==> config.mk <==
export PLATFORM = sky130hd
export DESIGN_NAME = sft_ctrl
export DESIGN_NICKNAME = d
export VERILOG_FILES = /design/src/inc/sft_pkg.sv /design/src/inc/sft_fifo_if.sv /design/src/hdl/sft_ctrl.sv /design/src/hdl/sft_fifo.sv
export SDC_FILE = /design/constraint.sdc
export NUM_CORES = 1
export LEC_CHECK = 0
export BUFFER_PORTS_ARGS = -buffer_cell sky130_fd_sc_hd__buf_2
export CAP_MARGIN = 30
export CORE_UTILIZATION = 35
export DETAILED_ROUTE_END_ITERATION = 10
export RECOVER_POWER = 25
export SLEW_MARGIN = 20
export SYNTH_ARGS = -nofsm -noshare
export SYNTH_HDL_FRONTEND = slang
export SYNTH_HIERARCHICAL = 1
export SYNTH_SLANG_ARGS = --single-unit
export TNS_END_PERCENT = 5
==> constraint.sdc <==
create_clock -name clk -period 2.8 [get_ports clk]
set_input_delay 0.14 -clock clk [delete_from_list [all_inputs] [get_ports clk]]
set_output_delay 0.14 -clock clk [all_outputs]
set_load 0.01 [all_outputs]
==> src/inc/sft_pkg.sv <==
/*
 * Shared constants of the serial FIFO threshold control: register offsets,
 * field positions, reset values and FIFO sizes.
 * Assumes a 32-bit register port with byte addresses, one word per register.
 */
package sft_pkg;

    // ==========================================================
    // Register offsets
    // ==========================================================
    localparam logic [7:0] SFT_RXCFG_OFS  = 8'h00;
    localparam logic [7:0] SFT_TXCFG_OFS  = 8'h04;
    localparam logic [7:0] SFT_CTRL_OFS   = 8'h08;
    localparam logic [7:0] SFT_LEVEL_OFS  = 8'h0C;
    localparam logic [7:0] SFT_IRQST_OFS  = 8'h10;
    localparam logic [7:0] SFT_IRQMSK_OFS = 8'h14;

    // ==========================================================
    // Field positions
    // ==========================================================
    localparam int SFT_CLEAR_BIT  = 7;
    localparam int SFT_COND_BIT   = 6;
    localparam int SFT_FIFO_EN    = 0;
    localparam int SFT_DUPLEX_BIT = 1;
    localparam int SFT_RXIE_BIT   = 2;
    localparam int SFT_TXIE_BIT   = 3;
    localparam int SFT_RXHALF_BIT = 4;
    localparam int SFT_TXLVL_LSB  = 8;

    // ==========================================================
    // Reset values and sizes
    // ==========================================================
    localparam logic [1:0]  SFT_THR_RESET  = 2'h0;
    localparam logic [2:0]  SFT_LVL_EMPTY  = 3'h0;
    localparam logic [4:0]  SFT_CTRL_RESET = 5'h00;
    localparam logic [1:0]  SFT_IRQ_RESET  = 2'h0;
    localparam int          SFT_DEPTH      = 4;
    localparam int          SFT_HALF_DEPTH = 2;

endpackage

==> src/inc/sft_fifo_if.sv <==
/*
 * Bundle between the control core and one byte FIFO.
 * Assumes both ends run on the same clock.
 */
`timescale 1ns/10ps
interface sft_fifo_if;
    logic       push;     // Write one byte
    logic       pop;      // Take one byte
    logic       clear;    // Empty and reset pointers
    logic [2:0] cap;      // Present capacity in bytes
    logic [7:0] wdata;    // Byte written
    logic [7:0] rdata;    // Byte at head
    logic [2:0] level;    // Bytes held
    logic       accepted; // Push taken
    logic       taken;    // Pop taken

    modport ctrl (output push, pop, clear, cap, wdata,
                  input rdata, level, accepted, taken);
    modport fifo (input push, pop, clear, cap, wdata,
                  output rdata, level, accepted, taken);
endinterface

==> src/hdl/sft_ctrl.sv <==
/*
 * Receive and transmit FIFO control for one serial channel: FIFO clear,
 * threshold selection, interrupt conditions and register port.
 * Assumes the frame engine pushes received bytes and pops bytes to send,
 * all synchronous to clk.
 */
// Summary of operation
// - Writing one to rx clear empties rx FIFO, level zero, read pointer reset.
// - Rx interrupt on reaching threshold; optionally also on read leaving level above.
// - Rx threshold codes: half duplex 4,1,2,3 bytes; full duplex 2,1,2,1.
// - Writing one to tx clear empties tx FIFO, level zero, write pointer reset.
// - Tx interrupt on reaching threshold; optionally also when take leaves level below.
// - Tx threshold codes: empty,1,2,3 bytes; full duplex empty,1,empty,1.
// - FIFO enabled: 4 bytes one direction, or 2 plus 2 in full duplex.
// - Fill levels report 000 empty and 001 to 100 for one to four bytes.
`timescale 1ns/10ps
module sft_ctrl #(
    parameter int DATA_W = 32 // Register data width
) (
    input  wire logic              clk,        // System clock, 200 MHz
    input  wire logic              rst,        // Synchronous reset, high
    input  wire logic [7:0]        addr,       // Register byte address
    input  wire logic [DATA_W-1:0] wdata,      // Register write data
    input  wire logic              wr,         // Write strobe
    input  wire logic              rd,         // Read strobe
    output logic      [DATA_W-1:0] rdata,      // Read data, one cycle later
    input  wire logic              rx_push,    // Received byte valid
    input  wire logic [7:0]        rx_byte,    // Received byte
    input  wire logic              rx_pop,     // Software reads a byte
    output logic      [7:0]        rx_head,    // Byte handed to reader
    input  wire logic              tx_push,    // Software writes a byte
    input  wire logic [7:0]        tx_byte,    // Byte to send
    input  wire logic              tx_pop,     // Engine takes a byte
    output logic      [7:0]        tx_head,    // Byte handed to engine
    output logic                   rx_full,    // Rx FIFO at capacity
    output logic                   tx_full,    // Tx FIFO at capacity
    output logic                   rx_req,     // Rx interrupt request pulse
    output logic                   tx_req,     // Tx interrupt request pulse
    output logic                   irq         // Level interrupt, masked status
);
    // Field layout is fixed to a 32-bit register word
    if (DATA_W != 32)
    begin : g_width_check
        $error("sft_ctrl: DATA_W must be 32");
    end

    sft_fifo_if rxf ();
    sft_fifo_if txf ();

    logic [1:0] rx_thr_reg;
    logic       rx_cond_reg;
    logic [1:0] tx_thr_reg;
    logic       tx_cond_reg;
    logic [4:0] ctrl_reg;
    logic [1:0] irq_st_reg;
    logic [1:0] irq_msk_reg;
    logic [2:0] rx_lvl_q_reg;
    logic [2:0] tx_lvl_q_reg;
    logic [7:0] rx_head_reg;
    logic [7:0] tx_head_reg;
    logic       rx_full_reg;
    logic       tx_full_reg;
    logic       rx_req_reg;
    logic       tx_req_reg;
    logic       irq_reg;
    logic [DATA_W-1:0] rdata_reg;
    logic [DATA_W-1:0] rdata_next;
    logic       rx_hit;
    logic       tx_hit;
    logic [2:0] rx_thr_bytes;
    logic [2:0] tx_thr_bytes;
    logic       fifo_on;
    logic       full_dup;

    // ==========================================================
    // Decode helpers
    // ==========================================================
    // Rx threshold code to byte count
    function automatic logic [2:0] rx_thr_decode(input logic [1:0] code, input logic fd);
        logic [2:0] r;
        r = 3'h0;
        if (fd)
            r = code[0] ? 3'h1 : 3'h2;
        else
            r = (code == 2'h0) ? 3'h4 : {1'b0, code};
        return r;
    endfunction

    // Tx threshold code to byte count
    function automatic logic [2:0] tx_thr_decode(input logic [1:0] code, input logic fd);
        logic [2:0] r;
        r = 3'h0;
        if (fd)
            r = {2'h0, code[0]};
        else
            r = {1'b0, code};
        return r;
    endfunction

    // Capacity of one direction for the present configuration
    function automatic logic [2:0] capacity(input logic on, input logic fd, input logic mine);
        logic [2:0] r;
        r = 3'h0;
        if (on && fd)
            r = 3'(sft_pkg::SFT_HALF_DEPTH);
        else if (on && mine)
            r = 3'(sft_pkg::SFT_DEPTH);
        else
            r = 3'h1;
        return r;
    endfunction

    assign fifo_on  = ctrl_reg[sft_pkg::SFT_FIFO_EN];
    assign full_dup = ctrl_reg[sft_pkg::SFT_DUPLEX_BIT];
    assign rx_thr_bytes = rx_thr_decode(rx_thr_reg, full_dup);
    assign tx_thr_bytes = tx_thr_decode(tx_thr_reg, full_dup);

    // ==========================================================
    // FIFO connections
    // ==========================================================
    assign rxf.push  = rx_push;
    assign rxf.pop   = rx_pop;
    assign rxf.wdata = rx_byte;
    assign rxf.cap   = capacity(fifo_on, full_dup, ctrl_reg[sft_pkg::SFT_RXHALF_BIT]);
    assign rxf.clear = wr && (addr == sft_pkg::SFT_RXCFG_OFS)
                       && wdata[sft_pkg::SFT_CLEAR_BIT];
    assign txf.push  = tx_push;
    assign txf.pop   = tx_pop;
    assign txf.wdata = tx_byte;
    assign txf.cap   = capacity(fifo_on, full_dup, !ctrl_reg[sft_pkg::SFT_RXHALF_BIT]);
    assign txf.clear = wr && (addr == sft_pkg::SFT_TXCFG_OFS)
                       && wdata[sft_pkg::SFT_CLEAR_BIT];

    sft_fifo #(
        .DEPTH (sft_pkg::SFT_DEPTH)
    ) u_rx_fifo (
        .clk  (clk),
        .rst  (rst),
        .port (rxf.fifo)
    );

    sft_fifo #(
        .DEPTH (sft_pkg::SFT_DEPTH)
    ) u_tx_fifo (
        .clk  (clk),
        .rst  (rst),
        .port (txf.fifo)
    );

    // ==========================================================
    // Threshold event detection
    // ==========================================================
    // Rx: level arrives at threshold, or a read leaves it above threshold
    always_comb
    begin
        rx_hit = (rxf.level == rx_thr_bytes) && (rx_lvl_q_reg != rx_thr_bytes)
                 && !rx_lvl_q_reg[2] && (rxf.level > rx_lvl_q_reg);
        if (rx_cond_reg && rx_lvl_q_reg > rxf.level && rxf.level > rx_thr_bytes)
            rx_hit = 1'b1;
        if (rxf.level == rx_thr_bytes && rxf.level > rx_lvl_q_reg)
            rx_hit = 1'b1;
    end

    // Tx: level drains to threshold, or a take leaves it short of threshold
    always_comb
    begin
        tx_hit = (txf.level == tx_thr_bytes) && (tx_lvl_q_reg > txf.level);
        if (tx_cond_reg && (tx_lvl_q_reg > txf.level) && (txf.level < tx_thr_bytes))
            tx_hit = 1'b1;
    end

    // Previous levels for edge detection; they follow the FIFO levels
    always_ff @(posedge clk)
    begin
        if (rst)
        begin
            rx_lvl_q_reg <= sft_pkg::SFT_LVL_EMPTY;
            tx_lvl_q_reg <= sft_pkg::SFT_LVL_EMPTY;
        end
        else
        begin
            rx_lvl_q_reg <= rxf.level;
            tx_lvl_q_reg <= txf.level;
        end
    end

    // One-cycle requests, only with the direction's interrupt enabled
    always_ff @(posedge clk)
    begin
        if (rst)
        begin
            rx_req_reg <= 1'b0;
            tx_req_reg <= 1'b0;
        end
        else
        begin
            rx_req_reg <= rx_hit && ctrl_reg[sft_pkg::SFT_RXIE_BIT]
                          && !rxf.clear;
            tx_req_reg <= tx_hit && ctrl_reg[sft_pkg::SFT_TXIE_BIT]
                          && !txf.clear;
        end
    end

    // ==========================================================
    // Configuration registers
    // ==========================================================
    // Threshold and condition fields; clear bits are write-only and not stored
    always_ff @(posedge clk)
    begin
        if (rst)
        begin
            rx_thr_reg  <= sft_pkg::SFT_THR_RESET;
            rx_cond_reg <= 1'b0;
            tx_thr_reg  <= sft_pkg::SFT_THR_RESET;
            tx_cond_reg <= 1'b0;
        end
        else if (wr && addr == sft_pkg::SFT_RXCFG_OFS)
        begin
            rx_thr_reg  <= wdata[1:0];
            rx_cond_reg <= wdata[sft_pkg::SFT_COND_BIT];
        end
        else if (wr && addr == sft_pkg::SFT_TXCFG_OFS)
        begin
            tx_thr_reg  <= wdata[1:0];
            tx_cond_reg <= wdata[sft_pkg::SFT_COND_BIT];
        end
    end

    // FIFO enable, duplex, interrupt enables and half-duplex direction
    always_ff @(posedge clk)
    begin
        if (rst)
            ctrl_reg <= sft_pkg::SFT_CTRL_RESET;
        else if (wr && addr == sft_pkg::SFT_CTRL_OFS)
            ctrl_reg <= wdata[4:0];
    end

    // ==========================================================
    // Interrupt status and mask
    // ==========================================================
    // Sticky status; a new event in the read cycle wins over the clear
    always_ff @(posedge clk)
    begin
        if (rst)
            irq_st_reg <= sft_pkg::SFT_IRQ_RESET;
        else
        begin
            if (rd && addr == sft_pkg::SFT_IRQST_OFS)
                irq_st_reg <= {tx_req_reg, rx_req_reg};
            else
                irq_st_reg <= irq_st_reg | {tx_req_reg, rx_req_reg};
        end
    end

    // Mask register
    always_ff @(posedge clk)
    begin
        if (rst)
            irq_msk_reg <= sft_pkg::SFT_IRQ_RESET;
        else if (wr && addr == sft_pkg::SFT_IRQMSK_OFS)
            irq_msk_reg <= wdata[1:0];
    end

    // Level output registered from status and mask
    always_ff @(posedge clk)
    begin
        if (rst)
            irq_reg <= 1'b0;
        else
            irq_reg <= |(irq_st_reg & irq_msk_reg);
    end

    // ==========================================================
    // Read port
    // ==========================================================
    // Address decode; unmapped and write-only bits read as zero
    always_comb
    begin
        rdata_next = '0;
        if (addr == sft_pkg::SFT_RXCFG_OFS)
            rdata_next[6:0] = {rx_cond_reg, 4'h0, rx_thr_reg};
        else if (addr == sft_pkg::SFT_TXCFG_OFS)
            rdata_next[6:0] = {tx_cond_reg, 4'h0, tx_thr_reg};
        else if (addr == sft_pkg::SFT_CTRL_OFS)
            rdata_next[4:0] = ctrl_reg;
        else if (addr == sft_pkg::SFT_LEVEL_OFS)
        begin
            rdata_next[2:0]   = rxf.level;
            rdata_next[sft_pkg::SFT_TXLVL_LSB +: 3] = txf.level;
        end
        else if (addr == sft_pkg::SFT_IRQST_OFS)
            rdata_next[1:0] = irq_st_reg;
        else if (addr == sft_pkg::SFT_IRQMSK_OFS)
            rdata_next[1:0] = irq_msk_reg;
    end

    // Read data stands only in the cycle after the strobe
    always_ff @(posedge clk)
    begin
        if (rst)
            rdata_reg <= '0;
        else if (rd)
            rdata_reg <= rdata_next;
        else
            rdata_reg <= '0;
    end

    // ==========================================================
    // Data path outputs
    // ==========================================================
    // Registered heads and full flags
    always_ff @(posedge clk)
    begin
        if (rst)
        begin
            rx_head_reg <= 8'h00;
            tx_head_reg <= 8'h00;
            rx_full_reg <= 1'b0;
            tx_full_reg <= 1'b0;
        end
        else
        begin
            rx_head_reg <= rxf.rdata;
            tx_head_reg <= txf.rdata;
            rx_full_reg <= (rxf.level >= rxf.cap);
            tx_full_reg <= (txf.level >= txf.cap);
        end
    end

    assign rdata   = rdata_reg;
    assign rx_head = rx_head_reg;
    assign tx_head = tx_head_reg;
    assign rx_full = rx_full_reg;
    assign tx_full = tx_full_reg;
    assign rx_req  = rx_req_reg;
    assign tx_req  = tx_req_reg;
    assign irq     = irq_reg;
endmodule

==> src/hdl/sft_fifo.sv <==
/*
 * Byte FIFO of up to four entries in flip-flops, capacity set at run time.
 * Assumes push and pop from one clock domain; clear has priority.
 */
`timescale 1ns/10ps
module sft_fifo #(
    parameter int DEPTH = 4 // Storage entries
) (
    input  wire logic clk,  // System clock
    input  wire logic rst,  // Synchronous reset
    sft_fifo_if.fifo  port  // FIFO bundle
);
    // Pointers and storage are sized for four entries only
    if (DEPTH != 4)
    begin : g_depth_check
        $error("sft_fifo: DEPTH must be 4");
    end

    logic [7:0] mem_reg [DEPTH];
    logic [1:0] wptr_reg;
    logic [1:0] rptr_reg;
    logic [2:0] cnt_reg;
    logic       do_push;
    logic       do_pop;

    // ==========================================================
    // Accept logic
    // ==========================================================
    assign do_pop       = port.pop && (cnt_reg != 3'h0);
    assign do_push      = port.push && ((cnt_reg < port.cap) || do_pop);
    assign port.accepted = do_push && !port.clear;
    assign port.taken    = do_pop && !port.clear;
    assign port.level    = cnt_reg;
    assign port.rdata    = mem_reg[rptr_reg];

    // Pointers and count; clear empties and reinitialises both pointers
    always_ff @(posedge clk)
    begin
        if (rst || port.clear)
        begin
            wptr_reg <= 2'h0;
            rptr_reg <= 2'h0;
            cnt_reg  <= 3'h0;
        end
        else
        begin
            if (do_push)
                wptr_reg <= (wptr_reg + 2'h1 == port.cap[1:0]) && (port.cap != 3'h4)
                            ? 2'h0 : wptr_reg + 2'h1;
            if (do_pop)
                rptr_reg <= (rptr_reg + 2'h1 == port.cap[1:0]) && (port.cap != 3'h4)
                            ? 2'h0 : rptr_reg + 2'h1;
            cnt_reg <= cnt_reg + {2'h0, do_push} - {2'h0, do_pop};
        end
    end

    // Storage
    always_ff @(posedge clk)
    begin
        if (do_push)
            mem_reg[wptr_reg] <= port.wdata;
    end
endmodule

Word-level counts from Yosys, hierarchy flattened
Memories as Yosys holds them, arrays and structs flattened. A register that Yosys moved wholly into a read port is not among the register bits.
Index checks and enable logic that the tools add are counted.
- input bits: 64
- bits in registers: 72
- memory bits (writable): 64
- logic and storage cells: 144
- output and inout port bits: 53
- memories: 2
- eq/ne operators: 14
- add/sub/neg operators: 8
- order comparisons: 9
- bitwise operators: 6
- reduce and logical (&&, ||, !) cells: 50
- mux-type cells: 29
- memory list (memory ; words ; bits a word ; read ports ; clocked after memory_dff ; write ports ; RTL line ; source):
    u_rx_fifo.mem_reg ; 4 ; 8 ; 1 ; 1 ; 1 ; sft_fifo.sv:19 ; logic [7:0] mem_reg [DEPTH];
    u_tx_fifo.mem_reg ; 4 ; 8 ; 1 ; 1 ; 1 ; sft_fifo.sv:19 ;
- operators with widths (kind ; count):
    1-bit logical AND ; 31
    2-bit 2-to-1 mux ; 12
    3-bit 2-to-1 mux ; 7
    8-bit by 4-bit equality test with 1-bit output, second input constant ; 2
    8-bit by 5-bit equality test with 1-bit output, second input constant ; 2
    3-bit greater-than comparator ; 4
    3-bit < comparator ; 3
    2-bit by 1-bit adder with 2-bit output, second input constant ; 4
    2-bit equality test ; 4
    8-bit by 3-bit equality test with 1-bit output, second input constant ; 1
    8-bit zero test ; 1
    1-bit 2-to-1 mux ; 8
    7-bit 2-to-1 mux ; 1
    3-bit by 1-bit adder with 3-bit output ; 2
    3-bit equality test ; 2
    3-bit greater-or-equal comparator ; 2
    3-bit inequality test, second input constant ; 2
    3-bit nonzero test ; 2
    6-bit OR reduction ; 1
    3-bit by 1-bit subtractor with 3-bit output ; 2
    5-bit 2-to-1 mux ; 1
    5-bit OR reduction ; 1
    1-bit zero test ; 4
    1-bit logical OR ; 4
    9 further kinds ; 13

Depth between registers and ports, before layout
Gate-level depths: netlist of the first run.
- word-level depth: 11
- mapped depth: 14
- gate-level depth less buffers: 13

Cells and area by module
The synthesis of the first run kept the hierarchy.
- by module, submodules not included (module ; times used ; seq. area each (um^2) ; area each (um^2) ; cells each):
    sft_fifo ; 2 ; 1141.1 ; 1771.7 ; 111
    sft_ctrl ; 1 ; 1021.0 ; 2393.5 ; 250

Worst setup path after synthesis of the first run
Ideal clock, no wire load.
- kind: reg2reg
- from: register ctrl_reg[1]
- to: register u_rx_fifo.cnt_reg[2], in the netlist u_rx_fifo/port.level[2]
- setup slack: 0.264 ns
- setup time: 0.123 ns
- arrival: 2.412 ns
- path buffers: 2
- stages on the path, launching flop included: 15
- cell sequence: dfxtp_1 > clkbuf_1 > nand2_1 > inv_1 > clkbuf_2 > inv_1 > ha_1 > nand2_1 > o21ai_2 > o21ai_0 > ha_1 > fa_1 > xnor2_1 > xnor2_1 > nor3_1
- word-level cells in the longest chain between the ends: 7
- RTL lines (what ; RTL line ; source):
    start: declaration ; sft_ctrl.sv:54 ; logic [4:0] ctrl_reg;
    start signal: assignment ; sft_ctrl.sv:233 ; ctrl_reg <= sft_pkg::SFT_CTRL_RESET;
    start signal: assignment ; sft_ctrl.sv:235 ; ctrl_reg <= wdata[4:0];
    1-bit logical AND ; sft_ctrl.sv:104 ; if (on && fd)
    3-bit 2-to-1 mux ; sft_ctrl.sv:104 ;
    via rxf.cap[1] ; sft_fifo_if.sv:10 ; logic [2:0] cap;
    3-bit < comparator ; sft_fifo.sv:30 ; assign do_push = port.push && ((cnt_reg < port.cap) || do_pop);
    1-bit logical OR ; sft_fifo.sv:30 ;
    1-bit logical AND ; sft_fifo.sv:30 ;
    3-bit by 1-bit adder with 3-bit output ; sft_fifo.sv:53 ; cnt_reg <= cnt_reg + {2'h0, do_push} - {2'h0, do_pop};
    3-bit by 1-bit subtractor with 3-bit output ; sft_fifo.sv:53 ;
    end signal: assignment ; sft_fifo.sv:53 ;
    end: declaration ; sft_fifo.sv:22 ; logic [2:0] cnt_reg;
The timed path passes the listed nets, and every way through them passes these cells.
A chain may end at the register's enable or synchronous reset.

Worst setup path after layout of the first run
Ends and elaborated chain as after synthesis.

==> flow_summary.json, run 1 <==
{
  "clock-root-buffer": "clkbuf_16",
  "relSlewSlack_pct": 56.4,
  "synthesis.area_um2": 5920,
  "fin_setup_tns_ns": 0,
  "crit_chain": "nand2_1 -> inv_1 -> inv_1 -> ha_1 -> nand2_1 -> o21ai_2 -> o21ai_0 -> ha_1 -> fa_1 -> xnor2_1 -> xnor2_1 -> nor3_1",
  "drive_above_1_share_pct": 21.2,
  "drt_first_iter_violations": 162,
  "powerDensity_nw_per_um2": 786,
  "endpoint_kind": "flip-flop",
  "finalInstanceArea_um2": 7190,
  "min_path_type": "input pin to flip-flop",
  "syn_area_per_cell_um2": 12.7,
  "worst_ep_required_time_ns": 3.07,
  "gp_congestion": 0.793,
  "grtUsageTotal_pct": 14.1,
  "n_fill_cell": 1556,
  "path_max_fanout": 10,
  "dpl.hpwl_um": 7770,
  "hold_ws_ns": 0.0271,
  "viasPerCell": 4.65,
  "rsz0062_at_grt": "no",
  "clkLatencyLatePin_ns": 0.41,
  "grt_max_degree": 35,
  "wire_per_inst_um": 14.4,
  "die_h_um": 132,
  "grt_pass1_wl_um": 19000,
  "grt_pass1_vias": 3840,
  "clk_pin_slew_ns": 0.06,
  "drc": 0,
  "synth_warnings": 6,
  "placedInstanceArea_um2": 6400,
  "die_w_um": 132,
  "finalClockSkew_ns": 0.0110,
  "core_um2": 16500,
  "cts.path.max_buffers": 2,
  "fp-row-count": 47,
  "fin_crit_sh_pct": 91.5,
  "antenna_found_initial": 0,
  "start_util_pct": 35.8,
  "final_core_util_pct": 43.5,
  "max_clock_freq_mhz": 390,
  "finalWirelength_um": 11400,
  "worstSetupStartpointType": "flip-flop",
  "drv_cap": 0,
  "worst_pin_slew_ns": 0.654,
  "postRouteAntennaNets": 0,
  "first_pass_iters": 4,
  "layout.cells.non_filler": 795,
  "outcome": "finished clean",
  "p_leak_nw": 2.84,
  "rrSetupSlack_ns": 0.24,
  "cts_tree": "yes",
  "cts_made_buffers": 17,
  "h-tree-depth": 4,
  "critPathArrivalTime_ns": 2.83,
  "syn2layout_area_growth_pct": 21.4,
  "crit_path_max_incr_delay_ns": 0.41,
  "rr_worst_depth": 12,
  "io_pins": 117,
  "report.final.slew_viol_count": 0,
  "portBuffers": 68,
  "grt-ovfl-total": 0,
  "slowest_stage": "dfxtp_2",
  "die_area_um2": 17400,
  "synthCells": 468,
  "diodes": 0,
  "critPathKind": "flip-flop to flip-flop",
  "cts_sinks": 133,
  "vias": 3696,
  "hold_viol": 0,
  "finalSetupViolCount": 0,
  "place_inst": 742,
  "post-route-min-period_ns": 2.56,
  "irDropWorstVdd_v": 0.000577,
  "layout.nets": 659,
  "hold_path_depth": 2
}
-- through the flow --
stage               power [mW]  setup WS, ns
floorplan                 3.16         0.267
global placement          3.40         0.238
detailed placement        3.44         0.165
CTS                       5.74        0.0840
global route              5.99        0.0137
finish                    5.66         0.239
-- final cells by class --
cell class	instances	area (um2)	area share [%]
clock buffers	20	447	6.21
clock inverters	12	153	2.12
inverters	26	97.6	1.36
multi-input cells	289	2340	32.5
flip-flops and latches	133	3310	46.0
well taps	220	275	3.83
repair buffers	95	577	8.02
-- repair_timing --
| item | CTS | global route |
|---|---|---|
| hold buffers | 21 | 0 |
| hold endpoints to repair | 70 | 0 |
| gates resized for setup | 0 | 2 |
| setup buffers | 0 | 0 |
| endpoints found under the setup margin | 0 | 2 |
-- worst paths after layout --
kind	start	to
worst min-delay path	addr[3]	rdata[6]$_SDFF_PP0_
worst min register to register	rx_req$_SDFF_PP0_	irq_st_reg[0]$_SDFF_PP0_
worst max-delay path	ctrl_reg[1]$_SDFFE_PP0P_	u_rx_fifo/port.level[2]$_SDFF_PP0_
worst max register to register	ctrl_reg[1]$_SDFFE_PP0P_	u_rx_fifo/port.level[2]$_SDFF_PP0_
-- power breakdown --
part | internal (mW) | switching, mW | leakage, nW
Sequential | 2.23 | 0.119 | 1.15
Combinational | 0.513 | 0.557 | 1.41
Clock | 1.42 | 0.818 | 0.286
-- placed cells by master, fill, tap and decap left out, types with 16 or more instances in the layout --
cell	instances
clkbuf_16	17
mux2i_1	24
dfxtp_1	67
buf_2	53
ha_1	31
mux4_2	16
conb_1	23
inv_1	26
nor2_1	29
nor2b_1	19
edfxtp_1	64
clkbuf_1	17
dlygate4sd3_1	21
-- per-layer routing --
layer | share of wire (%) | global-route usage, %
met5 | 0 | 0
met4 | 0.86 | 5.62
met3 | 4.6 | 3.88
met2 | 48 | 23.1
met1 | 46 | 17.7
-- worst max-delay path, delay by kind of cell, from the launching register on --
| family | cells | cell delay [ns] |
|---|---|---|
| AOI/OAI and AO/OA | 2 | 0.30 |
| xor gates and xnor gates | 2 | 0.35 |
| adders and majority gates | 3 | 0.90 |
| buffers and inverters | 2 | 0.22 |
| DFF | 1 | 0.41 |
| and+or+nand+nor | 3 | 0.25 |
Note: power is estimated with default switching activity, not from simulation.
==> run 2: changes to the inputs <==
--- a/config.mk
+++ b/config.mk
@@ -10,4 +10,5 @@
 export CORE_UTILIZATION = 35
 export DETAILED_ROUTE_END_ITERATION = 10
+export MAX_ROUTING_LAYER = met4
 export RECOVER_POWER = 25
 export SLEW_MARGIN = 20
==> constraint.sdc (replaced) <==
create_clock -name clk -period 2.8 [get_ports clk]
set_input_delay 0.14 -clock clk [delete_from_list [all_inputs] [get_ports clk]]
set_output_delay 0.14 -clock clk [all_outputs]
set_load 0.1 [all_outputs]
==> flow_summary.json, run 2 (synthesis results as in run 1) <==
{
  "grt_pass1_wl_um": 19000,
  "io_pins": 117,
  "postRouteAntennaNets": 0,
  "finalWirelength_um": 11400,
  "start_util_pct": 35.8,
  "wire_per_inst_um": 14.4,
  "cts.path.max_buffers": 2,
  "final_core_util_pct": 43.5,
  "portBuffers": 68,
  "fin_setup_tns_ns": 0,
  "outcome": "finished clean",
  "clock-root-buffer": "clkbuf_16",
  "p_leak_nw": 2.84,
  "clk_pin_slew_ns": 0.06,
  "gp_congestion": 0.804,
  "layout.nets": 659,
  "drc": 0,
  "hold_viol": 0,
  "grtUsageTotal_pct": 14.6,
  "final_cell_mix": "dfxtp_1, edfxtp_1, buf_2, ha_1, nor2_1",
  "die_w_um": 132,
  "die_h_um": 132,
  "irDropWorstVdd_v": 0.000582,
  "finalSetupViolCount": 0,
  "fp-row-count": 47,
  "die_area_um2": 17400,
  "viasPerCell": 4.61,
  "worst_ep_required_time_ns": 3.07,
  "crit_chain": "nand2_1 -> inv_1 -> inv_1 -> ha_1 -> nand2_1 -> o21ai_2 -> o21ai_0 -> ha_1 -> fa_1 -> xnor2_1 -> xnor2_1 -> nor3_1",
  "worst_pin_slew_ns": 0.634,
  "min_path_type": "input pin to flip-flop",
  "slowest_stage": "dfxtp_2",
  "critPathArrivalTime_ns": 2.84,
  "dpl.hpwl_um": 7770,
  "report.final.slew_viol_count": 0,
  "fin_crit_sh_pct": 91.9,
  "worstSetupStartpointType": "flip-flop",
  "antenna_found_initial": 0,
  "drv_cap": 0,
  "drt_first_iter_violations": 168,
  "cts_tree": "yes",
  "path_max_fanout": 10,
  "crit_path_max_incr_delay_ns": 0.41,
  "setup_ws_ns": 0.228,
  "grt_pass1_vias": 3835,
  "max_clock_freq_mhz": 389,
  "drive_above_1_share_pct": 21.2,
  "cts_setup_buffers": 0,
  "core_um2": 16500,
  "relSlewSlack_pct": 57.8,
  "cts_made_buffers": 17,
  "h-tree-depth": 4,
  "grt_max_degree": 35,
  "syn2layout_area_growth_pct": 21.4,
  "diodes": 0,
  "first_pass_iters": 4,
  "endpoint_kind": "flip-flop",
  "clkLatencyLatePin_ns": 0.41,
  "cts_sinks": 133,
  "critPathKind": "flip-flop to flip-flop",
  "post-route-min-period_ns": 2.57,
  "powerDensity_nw_per_um2": 850,
  "grt-ovfl-total": 0,
  "rsz0062_at_grt": "no",
  "final_common_cell": "dfxtp_1",
  "finalClockSkew_ns": 0.00861,
  "dpl_worst_slack_ns": 0.165,
  "vias": 3667
}
run 2: timing repair:
action	4_1_cts	5_1_grt
hold endpoints to repair	70	0
setup endpoints to repair	0	2
resized for setup	0	2
hold buffers	21	0
run 2: final timing paths:
check,depth (start not counted),slack [ns],to,from
max,12,0.23,u_rx_fifo/port.level[2]$_SDFF_PP0_,ctrl_reg[1]$_SDFFE_PP0P_
min,2,0.03,rdata[6]$_SDFF_PP0_,addr[3]
max reg2reg,12,0.23,u_rx_fifo/port.level[2]$_SDFF_PP0_,ctrl_reg[1]$_SDFFE_PP0P_
min reg2reg,2,0.47,irq_st_reg[0]$_SDFF_PP0_,rx_req$_SDFF_PP0_
run 2: worst max-delay path: cells and delay by family (launching register included):
family | cells | cell delay, ns
compound gates | 2 | 0.31
xor+xnor | 2 | 0.35
fa+ha+maj | 3 | 0.90
buf+inv | 2 | 0.22
flops | 1 | 0.41
simple gates | 3 | 0.25
run 2: layer usage:
layer / vias up / global-route usage, % / routed length (um)
li1: 1817 / - / -
met1: 1748 / 17.8 / 5330
met2: 94 / 23.0 / 5510
met3: 8 / 3.81 / 494
met4: 0 / 5.62 / 106
met5: - / - / 0
run 2: cell type report:
cell class,instances,area [um2]
multi-input cells,289,2340
fillers,1556,9330
clock inverters,12,153
repair buffers,95,577
clock buffers,20,447
inverters,26,97.6
flip-flops and latches,133,3310
well taps,220,275
run 2: power breakdown:
group	internal, mW	switching (mW)	total, mW
Sequential	2.23	0.119	2.35
Combinational	0.512	1.01	1.52
Clock	1.42	0.819	2.24
Total	4.16	1.95	6.11
run 2: through the flow:
step | cell area (um2) | hold slack, ns | cells | total power, mW
3_5_place_dp | 6400 | 0.360 | 742 | 3.89
2_1_floorplan | 6000 | 0.216 | 490 | 3.61
6_report | 7190 | 0.0265 | 795 | 6.11
3_3_place_gp | 6400 | 0.352 | 742 | 3.85
4_1_cts | 7210 | 0.00615 | 795 | 6.20
5_1_grt | 7190 | 0.0274 | 795 | 6.44
==> run 3: changes to the inputs <==
CORE_UTILIZATION = 39   (was 35)
==> flow_summary.json, run 3 (synthesis results as in run 1) <==
{
  "relSlewSlack_pct": 52.0,
  "postRouteAntennaNets": 0,
  "powerDensity_nw_per_um2": 858,
  "antenna_found_initial": 0,
  "failed_checks": "design-rule violations",
  "die_h_um": 125,
  "diodes": 0,
  "h-tree-depth": 4,
  "n_fill_cell": 1349,
  "cts_setup_buffers": 0,
  "fin_setup_tns_ns": 0,
  "finalClockSkew_ns": 0.00731,
  "grt-ovfl-total": 0,
  "hold_viol": 0,
  "min_path_type": "input pin to flip-flop",
  "dr_wl_met3_um": 440,
  "report.final.slew_viol_count": 0,
  "worst_pin_slew_ns": 0.719,
  "worstSetupStartpointType": "flip-flop",
  "cts_made_buffers": 17,
  "rrSetupSlack_ns": 0.28,
  "final_common_cell": "dfxtp_1",
  "cts_tree": "yes",
  "drt_first_iter_violations": 143,
  "io_pins": 117,
  "gp_congestion": 0.723,
  "critPathKind": "flip-flop to flip-flop",
  "layout.nets": 659,
  "first_pass_iters": 7,
  "met2_length_um": 5180,
  "top_layer": "met4",
  "grt_pass1_wl_um": 17900,
  "grt_pass1_vias": 3643,
  "clk_pin_slew_ns": 0.06,
  "cts_sinks": 133,
  "outcome": "finished, violations left",
  "post-route-min-period_ns": 2.52,
  "cts.path.max_buffers": 2,
  "critPathArrivalTime_ns": 2.79,
  "die_area_um2": 15700,
  "viasPerCell": 4.79,
  "vias": 3632,
  "start_util_pct": 40.3,
  "finalSetupViolCount": 0,
  "syn2layout_area_growth_pct": 21.0,
  "dpl.hpwl_um": 7490,
  "clkLatencyLatePin_ns": 0.42,
  "path_max_fanout": 7,
  "fp-row-count": 44,
  "endpoint_kind": "flip-flop",
  "die_w_um": 125,
  "finalWirelength_um": 10800,
  "drc": 16,
  "worst_ep_required_time_ns": 3.07,
  "final_core_util_pct": 48.8,
  "p_leak_nw": 2.85,
  "drive_above_1_share_pct": 21.4,
  "met1Wirelength_um": 5030,
  "wire_per_inst_um": 14.3,
  "grt_max_degree": 38,
  "irDropWorstVdd_v": 0.000449,
  "final_cell_mix": "dfxtp_1, edfxtp_1, buf_2, ha_1, nor2_1",
  "grtUsageTotal_pct": 15.4,
  "portBuffers": 68,
  "core_um2": 14700,
  "drv_cap": 0,
  "rsz0062_at_grt": "no",
  "max_clock_freq_mhz": 397,
  "fin_crit_sh_pct": 90.0,
  "clock-root-buffer": "clkbuf_16"
}
[run 3: cell types whose count changed in the layout (fill, tap and decap cells not counted)]
cell      before  now
clkbuf_1      17   15
clkbuf_8       1    2
clkinv_1       2    1
clkinv_2       1    0
clkinv_4       2    4
dfxtp_1       67   69
dfxtp_2        2    0
inv_6          2    3
[run 3: power breakdown]
| part | internal [mW] | switching [mW] | leakage, nW |
|---|---|---|---|
| combinational | 0.506 | 0.993 | 1.41 |
| sequential | 2.23 | 0.129 | 1.15 |
| clock | 1.46 | 0.841 | 0.298 |
[run 3: final timing paths]
kind | startpoint | endpoint | cells after the start
setup / recovery | ctrl_reg[0]$_SDFFE_PP0P_ | u_rx_fifo/port.level[2]$_SDFF_PP0_ | 12
hold / removal | wdata[1] | ctrl_reg[1]$_SDFFE_PP0P_ | 3
setup reg to reg | ctrl_reg[0]$_SDFFE_PP0P_ | u_rx_fifo/port.level[2]$_SDFF_PP0_ | 12
hold reg to reg | rx_req$_SDFF_PP0_ | irq_st_reg[0]$_SDFF_PP0_ | 2
[run 3: critical path, stage by stage (launching register included)]
cell and delay, ns:
dfxtp_1 0.43, nand2_1 0.13, inv_1 0.14, inv_1 0.09, ha_1 0.28, nand2_1 0.06
o21ai_2 0.15, o21ai_0 0.12, ha_1 0.21, fa_1 0.38, xnor2_1 0.20, xnor2_1 0.14
nor3_1 0.06
[run 3: timing repair]
item / in CTS / in global routing
endpoints found under the hold margin: 70 / 0
gates resized for setup: 0 / 0
hold buffers: 21 / 0
[run 3: per-layer routing]
layer | track usage, % | vias to the layer above
li1 | - | 1821
met1 | 18.0 | 1710
met2 | 24.8 | 84
met3 | 4.15 | 17
met4 | 7.10 | 0
met5 | - | -
[run 3: final cells by class]
type	instances	area, um2	area share (%)
clock buffers	19	453	6.32
clock inverters	13	170	2.37
inverters	26	97.6	1.36
multi-input cells	289	2340	32.6
flip-flops and latches	133	3300	46.1
well taps	184	230	3.21
repair buffers	95	577	8.05
[run 3: through the flow]
step / total power, mW / hold WS, ns / setup WS, ns / instances / area [um2]
2_1_floorplan: 3.61 / 0.216 / 0.267 / 490 / 6000
3_3_place_gp: 3.85 / 0.352 / 0.292 / 706 / 6350
3_5_place_dp: 3.88 / 0.361 / 0.280 / 706 / 6350
4_1_cts: 6.22 / 0.0166 / 0.248 / 759 / 7190
5_1_grt: 6.46 / 0.0272 / 0.0335 / 759 / 7170
6_report: 6.15 / 0.0345 / 0.281 / 759 / 7170
